File: src/logic/acs_pkg.sv
// Shared constants for the converter calibration sequencer.
// Assumes a 125 MHz system clock and a free-running master clock pin.
package acs_pkg;
    // Master clock rate the durations are quoted at
    localparam int unsigned MCLK_KHZ      = 4000;
    // Durations in microseconds
    localparam int unsigned SETTLE_US     = 32000;
    localparam int unsigned CAL_FULL_US   = 31250;
    localparam int unsigned CAL_GO_US     = 6940;
    localparam int unsigned CAL_ONE_US    = 3470;
    // Same durations in master clock cycles
    localparam int unsigned SETTLE_MCLK   = SETTLE_US * MCLK_KHZ / 1000;
    localparam int unsigned CAL_FULL_MCLK = CAL_FULL_US * MCLK_KHZ / 1000;
    localparam int unsigned CAL_GO_MCLK   = CAL_GO_US * MCLK_KHZ / 1000;
    localparam int unsigned CAL_ONE_MCLK  = CAL_ONE_US * MCLK_KHZ / 1000;
    localparam int unsigned CNT_W         = 18;

    // Trim ranges in per-mille of the reference, 4096 codes full scale
    localparam int unsigned FS_CODES      = 4096;
    localparam int unsigned OFF_PERMIL    = 50;
    localparam int unsigned GAIN_PERMIL   = 25;
    localparam int          OFF_LIMIT     = FS_CODES * OFF_PERMIL / 1000;
    localparam int          GAIN_LIMIT    = FS_CODES * GAIN_PERMIL / 1000;
    localparam int unsigned TRIM_W        = 9;

    // Target codes for the offset and gain points
    localparam logic [11:0] CODE_ZERO     = 12'h000;
    localparam logic [11:0] CODE_MID      = 12'h800;
    localparam logic [11:0] CODE_FULL     = 12'hfff;

    // Reset values of the trims
    localparam logic signed [TRIM_W-1:0] TRIM_RESET = 9'h000;

    // Calibration variants as written by the host
    typedef enum logic [1:0] {
        ACS_CAL_FULL = 2'h0,
        ACS_CAL_GO   = 2'h1,
        ACS_CAL_OFF  = 2'h2,
        ACS_CAL_GAIN = 2'h3
    } acs_cal_e;
endpackage

File: src/logic/acs_trim_clamp.sv
// Saturating correction: negated error limited to the trim range.
// Assumes error is a signed code difference from the same clock domain.
`timescale 1ns/100ps
module acs_trim_clamp #(
    parameter int LIMIT = 204
) (
    input  wire logic signed [12:0] err,
    output logic signed [8:0]       corr
);
    logic signed [13:0] neg;

    // Errors beyond the range are reduced only as far as the trim allows
    always_comb begin
        neg = -{err[12], err};
        if (neg > 14'(LIMIT)) begin
            corr = 9'(LIMIT);
        end else if (neg < -14'(LIMIT)) begin
            corr = -9'(LIMIT);
        end else begin
            corr = neg[8:0];
        end
    end
endmodule

File: src/logic/acs_sequencer.sv
// Calibration sequencer: power-on timeout, automatic calibration,
// strobe gating by busy and software calibrations with their trims.
// Assumes strobe and master clock arrive from pins; control write,
// measurements and mode come from logic on clk_sys.
`timescale 1ns/100ps
module acs_sequencer #(
    parameter int unsigned SETTLE_CYC   = acs_pkg::SETTLE_MCLK,
    parameter int unsigned CAL_FULL_CYC = acs_pkg::CAL_FULL_MCLK,
    parameter int unsigned CAL_GO_CYC   = acs_pkg::CAL_GO_MCLK,
    parameter int unsigned CAL_ONE_CYC  = acs_pkg::CAL_ONE_MCLK
) (
    input  wire logic                 clk_sys,
    input  wire logic                 reset,
    input  wire logic                 conversion_start_strobe_n,
    input  wire logic                 master_clock_input,
    input  wire logic                 ctrl_write,
    input  wire logic                 calibration_start_bit,
    input  wire logic [1:0]           cal_type,
    input  wire logic                 bipolar_mode,
    input  wire logic [11:0]          offset_meas_code,
    input  wire logic [11:0]          gain_meas_code,
    output logic                      busy,
    output logic                      conv_start,
    output logic signed [8:0]         offset_trim,
    output logic signed [8:0]         gain_trim,
    output logic                      array_trim_valid,
    output logic                      autocal_cancelled
);
    import acs_pkg::*;

    typedef enum logic [2:0] {
        ST_POWER,
        ST_SETTLE,
        ST_AUTOWAIT,
        ST_CAL,
        ST_READY
    } acs_state_e;

    acs_state_e               state_reg;
    acs_state_e               state_next;
    acs_cal_e                 kind_reg;
    acs_cal_e                 kind_next;
    logic [2:0]               strobe_sync_reg;
    logic [2:0]               mclk_sync_reg;
    logic                     strobe_fall;
    logic                     mclk_tick;
    logic [CNT_W-1:0]         cnt_reg;
    logic                     cnt_done;
    logic                     cal_done;
    logic                     cal_launch;
    logic                     sw_cal_req;
    logic                     busy_reg;
    logic                     conv_start_reg;
    logic                     cancel_reg;
    logic                     array_valid_reg;
    logic signed [TRIM_W-1:0] offset_trim_reg;
    logic signed [TRIM_W-1:0] gain_trim_reg;
    logic signed [12:0]       off_err;
    logic signed [12:0]       gain_err;
    logic signed [TRIM_W-1:0] off_corr;
    logic signed [TRIM_W-1:0] gain_corr;
    logic [11:0]              off_target;

    // Pin inputs: two stages of synchronising, third stage only for edges
    always_ff @(posedge clk_sys) begin
        if (reset) begin
            strobe_sync_reg <= 3'h7;
            mclk_sync_reg   <= 3'h0;
        end else begin
            strobe_sync_reg <= {strobe_sync_reg[1:0], conversion_start_strobe_n};
            mclk_sync_reg   <= {mclk_sync_reg[1:0], master_clock_input};
        end
    end

    // Strobe is active low; its falling edge is the start event
    assign strobe_fall = strobe_sync_reg[2] & ~strobe_sync_reg[1];
    // Durations count master clock rising edges, so a slow clock stretches them
    assign mclk_tick   = ~mclk_sync_reg[2] & mclk_sync_reg[1];

    assign sw_cal_req = ctrl_write & calibration_start_bit;

    // Counter expires on the last master clock edge of the interval
    assign cnt_done = mclk_tick && (cnt_reg == CNT_W'(1))
                      && (state_reg == ST_SETTLE || state_reg == ST_CAL);
    assign cal_done = cnt_done && (state_reg == ST_CAL);

    // Sequencing; busy states swallow every strobe since no branch reads it
    always_comb begin
        state_next = state_reg;
        kind_next  = kind_reg;
        case (state_reg)
            ST_POWER: begin
                if (strobe_fall) begin
                    state_next = ST_SETTLE;
                end
            end
            ST_SETTLE: begin
                // A write here leaves busy up for the whole timeout
                if (cnt_done) begin
                    if (cancel_reg || ctrl_write) begin
                        state_next = ST_READY;
                    end else begin
                        state_next = ST_AUTOWAIT;
                    end
                end
            end
            ST_AUTOWAIT: begin
                if (sw_cal_req) begin
                    state_next = ST_CAL;
                    kind_next  = acs_cal_e'(cal_type);
                end else if (ctrl_write) begin
                    state_next = ST_READY;
                end else if (strobe_fall) begin
                    state_next = ST_CAL;
                    kind_next  = ACS_CAL_FULL;
                end
            end
            ST_CAL: begin
                // Writes are not looked at here, so nothing aborts a run
                if (cnt_done) begin
                    state_next = ST_READY;
                end
            end
            ST_READY: begin
                if (sw_cal_req) begin
                    state_next = ST_CAL;
                    kind_next  = acs_cal_e'(cal_type);
                end
            end
            default: begin
                state_next = ST_POWER;
            end
        endcase
    end

    assign cal_launch = (state_reg != ST_CAL) && (state_next == ST_CAL);

    // State and selected variant
    always_ff @(posedge clk_sys) begin
        if (reset) begin
            state_reg <= ST_POWER;
            kind_reg  <= ACS_CAL_FULL;
        end else begin
            state_reg <= state_next;
            kind_reg  <= kind_next;
        end
    end

    // Busy follows the next state so it rises the cycle after the cause
    always_ff @(posedge clk_sys) begin
        if (reset) begin
            busy_reg <= 1'b0;
        end else begin
            busy_reg <= (state_next == ST_SETTLE) || (state_next == ST_CAL);
        end
    end

    // Conversions only once ready; a calibration write takes priority
    always_ff @(posedge clk_sys) begin
        if (reset) begin
            conv_start_reg <= 1'b0;
        end else begin
            conv_start_reg <= (state_reg == ST_READY) && strobe_fall
                              && !sw_cal_req;
        end
    end

    // Any write before the automatic run is launched cancels it for good
    always_ff @(posedge clk_sys) begin
        if (reset) begin
            cancel_reg <= 1'b0;
        end else if (ctrl_write && (state_reg == ST_POWER
                     || state_reg == ST_SETTLE || state_reg == ST_AUTOWAIT)) begin
            cancel_reg <= 1'b1;
        end
    end

    // Interval counter, loaded with the length the variant needs
    always_ff @(posedge clk_sys) begin
        if (reset) begin
            cnt_reg <= '0;
        end else if (state_reg == ST_POWER && state_next == ST_SETTLE) begin
            cnt_reg <= CNT_W'(SETTLE_CYC);
        end else if (cal_launch) begin
            case (kind_next)
                ACS_CAL_FULL: cnt_reg <= CNT_W'(CAL_FULL_CYC);
                ACS_CAL_GO:   cnt_reg <= CNT_W'(CAL_GO_CYC);
                default:      cnt_reg <= CNT_W'(CAL_ONE_CYC);
            endcase
        end else if (mclk_tick && cnt_reg != '0) begin
            cnt_reg <= cnt_reg - CNT_W'(1);
        end
    end

    // Offset reference point depends on the input mode
    assign off_target = bipolar_mode ? CODE_MID : CODE_ZERO;

    // Signed errors, so both polarities are corrected
    assign off_err  = $signed({1'b0, offset_meas_code}) - $signed({1'b0, off_target});
    assign gain_err = $signed({1'b0, gain_meas_code}) - $signed({1'b0, CODE_FULL});

    acs_trim_clamp #(
        .LIMIT (OFF_LIMIT)
    ) u_off_clamp (
        .err  (off_err),
        .corr (off_corr)
    );

    acs_trim_clamp #(
        .LIMIT (GAIN_LIMIT)
    ) u_gain_clamp (
        .err  (gain_err),
        .corr (gain_corr)
    );

    // Offset trim element: only full, gain+offset and offset touch it
    always_ff @(posedge clk_sys) begin
        if (reset) begin
            offset_trim_reg <= TRIM_RESET;
        end else if (cal_done && kind_reg != ACS_CAL_GAIN) begin
            offset_trim_reg <= off_corr;
        end
    end

    // Gain trim element: held until a later calibration replaces it
    always_ff @(posedge clk_sys) begin
        if (reset) begin
            gain_trim_reg <= TRIM_RESET;
        end else if (cal_done && kind_reg != ACS_CAL_OFF) begin
            gain_trim_reg <= gain_corr;
        end
    end

    // Capacitor array is trimmed only by the full variant
    always_ff @(posedge clk_sys) begin
        if (reset) begin
            array_valid_reg <= 1'b0;
        end else if (cal_done && kind_reg == ACS_CAL_FULL) begin
            array_valid_reg <= 1'b1;
        end
    end

    assign busy              = busy_reg;
    assign conv_start        = conv_start_reg;
    assign offset_trim       = offset_trim_reg;
    assign gain_trim         = gain_trim_reg;
    assign array_trim_valid  = array_valid_reg;
    assign autocal_cancelled = cancel_reg;
endmodule

File: config.mk
export PLATFORM = sky130hd
export DESIGN_NAME = acs_sequencer
export DESIGN_NICKNAME = d
export VERILOG_FILES = /design/src/logic/acs_pkg.sv /design/src/logic/acs_trim_clamp.sv /design/src/logic/acs_sequencer.sv
export SDC_FILE = /design/constraint.sdc
export NUM_CORES = 1
export LEC_CHECK = 0
export BUFFER_PORTS_ARGS = -buffer_cell sky130_fd_sc_hd__buf_2
export CAP_MARGIN = 20
export CORE_MARGIN = 1
export CORE_UTILIZATION = 62
export CTS_CLUSTER_SIZE = 24
export DETAILED_ROUTE_END_ITERATION = 12
export GPL_TIMING_DRIVEN = 0
export HOLD_SLACK_MARGIN = 0.05
export PLACE_DENSITY = 0.87
export SLEW_MARGIN = 25
export SYNTH_ARGS = -nofsm -noshare
export SYNTH_HDL_FRONTEND = slang
export SYNTH_SLANG_ARGS = --single-unit
File: constraint.sdc
create_clock -name clk_sys -period 4.14 [get_ports clk_sys]
set_clock_uncertainty 0.05 [all_clocks]
set_input_delay 0.621 -clock clk_sys [delete_from_list [all_inputs] [get_ports clk_sys]]
set_output_delay 0.621 -clock clk_sys [all_outputs]
set_load 0.02 [all_outputs]
==> reports/results.tsv <==
stage	metric	value	unit
run_status	status	finished clean	
synth	postSynthAreaPerCell	7.71	um2
synth	synth.top_cell.area_share	0.274	
drt	drt_iter0_drc	266	
clocking	cts_root_buf	clkbuf_8	
die	die_height	79.5	um
worst_setup_path	rr_endpoint	cnt_reg[16]	
clocking	cts_htree_levels	2	
sta	slew_viol_final	0	
place	io_buffer_count	43	
clocking	clkLatencyLatePin	310	ps
drt	postRouteWirelength	9370	um
synth	synth.cell_area	3720	um2
synth	synth_cell_types	77	
synth	synth_top_family_by_area	simple AND/OR/NAND/NOR gates	
sta	relSlewSlack	0.382	
clocking	cts_sinks	51	
die	boundaryPins	55	
sta	tns	0	ps
worst_setup_path	worstSetupStartpointType	input pin	
place	dp.cells	598	
clocking	cts_resized	0	
die	die-area	6320	um2
clocking	ctsHoldBuffers	0	
worst_setup_path	crit_fanout	10	
sta	tightest_slew	915	ps
clocking	cts_tree	built	
global_route	grt_pass1_wl	15600	um
place	dp.final_hpwl	7070	um
final_layout	drive_above_1_share	0.155	
final_layout	final_area	4150	um2
clocking	clockBufferDepth	2	
synth	yosys.area_share.simple	0.300	
worst_setup_path	critPathKind	input pin to register	
clocking	cts_buffers	5	
sta	fmax	345	MHz
sta	hold_violations	0	
worst_setup_path	required	4290	ps
min_path	min_path_type	register to register	
final_layout	fill_cells	438	
worst_setup_path	reg2reg_slack	1460	ps
synth	synth_edf_count	0	
min_path	hold_start	strobe_sync_reg[0]	
synth	ys_ff_latch	51	
final_layout	final_cells	606	
worst_setup_path	crit_end	gain_trim[1]	
drt	wl_per_cell	15.5	um
final_layout	n_antenna_cell	0	
synth	yosys.area_share.adder	0.0235	
global_route	grt_max_degree	17	
final_layout	largest_reg_flops	18	
worst_setup_path	rr_worst_depth	7	
global_route	grt.total_usage	0.305	
worst_setup_path	end_kind	register	
die	coreArea	5640	um2
synth	synthCells	483	
drt	ant_nets	0	
final_layout	syn2layout_area_growth	11.5	%
global_route	grt_overflow_total	0	
drt	drt-vias-per-instance	6.35	
synth	synth_area_leaders	dfxtp_1 27%, nand2_1 4.9%, xnor2_1 4.7%, nor2_1 4.3%, a21oi_1 3.8%	
synth	yosysWarnings	0	
sta	whs	367	ps
synth	synth_compound_area_frac	0.268	
die	placementRows	27	
power_and_ir_drop	p_leak	1.61	nW
sta	period_needed	2900	ps
global_route	grt_pass1_vias	3449	
worst_setup_path	timing.critical_path.from	gain_meas_code[1]	
synth	synth-xor-area-share	0.0682	
final_layout	final_nets	573	
die	initial_core_util	0.660	
drt	vias	3851	
synth	synth.net_count	523	
sta	rsz0062_at_grt	false	
worst_setup_path	critical_path_arrival	3040	ps
die	die_width	79.5	um
place	dpl-instance-area	4030	um2
worst_setup_path	reg2reg_from	cnt_reg[12]	
synth	ys_async_sr_fraction	0	
global_route	antenna_found_initial	0	
place	gp_congestion	0.881	
clocking	post_cts_buffers	0	
synth	yosysTopAreaCell	dfxtp_1	
synth	synth_mux_area_frac	0.0145	
drt	drt-pass1-iter-count	5	
drt	drc_errors	0	
flow_run	drv_cap	0	
power_and_ir_drop	peakVddDrop	0.000230	V
synth	yosys_most_used_dff	dfxtp_1	
clocking	clk_pin_slew	100	ps
sta	setup_viol	0	
power_and_ir_drop	power.density	325	nW/um2
synth	yosysSeqAreaShare	0.274	
final_layout	final_util	0.735	
sta	period_share	0.700	
[Yosys cell counts (all sizes together) (7+ instances only)]
library cell / n
nand2: 49
nor2: 44
a31oi: 13
nand2b: 8
buf: 13
and3: 9
a21oi: 28
nor2b: 8
nor3: 16
ha: 7
xor2: 9
clkbuf: 16
nor3b: 9
nand4: 7
o21ai: 25
nand3: 16
inv: 15
nor4: 7
dfxtp: 51
a21o: 8
xnor2: 20
and2: 7
[area by class of cell]
cell class                 count  area [um2]  area share
inverter                      15        56.3      0.0136
clock inverter                 2        38.8     0.00935
timing repair buffer          43         215      0.0519
tap                           72        90.1      0.0217
multi-input combinational    388        2510       0.605
buffer                        29         136      0.0329
clock buffer                   6        82.6      0.0199
sequential                    51        1020       0.246
[cell usage in the layout, fill, tap and decap left out, types with 15 or more instances in the layout]
| master | synthesis | final |
|---|---|---|
| a21oi_1 | 28 | 28 |
| buf_2 | 10 | 53 |
| clkbuf_1 | 16 | 16 |
| dfxtp_1 | 51 | 51 |
| nand2_1 | 49 | 49 |
| nand3_1 | 15 | 15 |
| nor2_1 | 43 | 43 |
| nor3_1 | 16 | 16 |
| o21ai_0 | 15 | 15 |
| xnor2_1 | 20 | 20 |
[per-stage QoR]
| stage | setup slack (ps) | power [W] |
|---|---|---|
| final | 1240 | 0.00135 |
| after global routing | 1040 | 0.00142 |
| after CTS | 1250 | 0.00134 |
| after detailed placement | 940 | 0.000982 |
| after global placement | 1000 | 0.000965 |
| after floorplan | 1370 | 0.000888 |
[power breakdown]
group | total [W] | internal (W) | leakage [nW] | switching, W
sequential | 0.000555 | 0.000522 | 0.415 | 0.0000330
clock | 0.000369 | 0.000199 | 0.0618 | 0.000170
combinational | 0.000427 | 0.000169 | 1.13 | 0.000258
total | 0.00135 | 0.000890 | 1.61 | 0.000461
[cell families (layout without fill, tap and decap cells)]
group | count (synthesis) | count (layout)
AOI/OAI and AO/OA | 142 | 142
xor gates and xnor gates | 29 | 29
adders and majority gates | 7 | 7
buffers and inverters | 44 | 95
DFF | 51 | 51
muxes | 5 | 5
and+or+nand+nor | 205 | 205
[critical path, stage by stage]
cell	delay (ps)
buf_2	80
buf_2	190
inv_1	90
ha_1	270
clkbuf_1	350
o211ai_1	160
a221o_1	350
o311a_1	150
a311oi_2	320
o21ai_2	170
o31a_1	290
[how the worst min path moves through the flow]
| stage | end | cells after the start |
|---|---|---|
| floorplan | strobe_sync_reg[1] | 1 |
| global placement | strobe_sync_reg[1] | 1 |
| detailed placement | strobe_sync_reg[1] | 1 |
| CTS | strobe_sync_reg[1] | 1 |
| global route | strobe_sync_reg[1] | 1 |
| finish | strobe_sync_reg[1] | 1 |
[layer usage]
layer,wire (um),up-vias,global-route usage,share of wire
met5,0,-,0,0
met4,197,0,0.0982,0.021
met3,455,23,0.0331,0.049
met2,4640,141,0.525,0.50
met1,4080,1808,0.394,0.43
li1,-,1879,-,-
No activity file was read; power rests on OpenSTA's default activity.
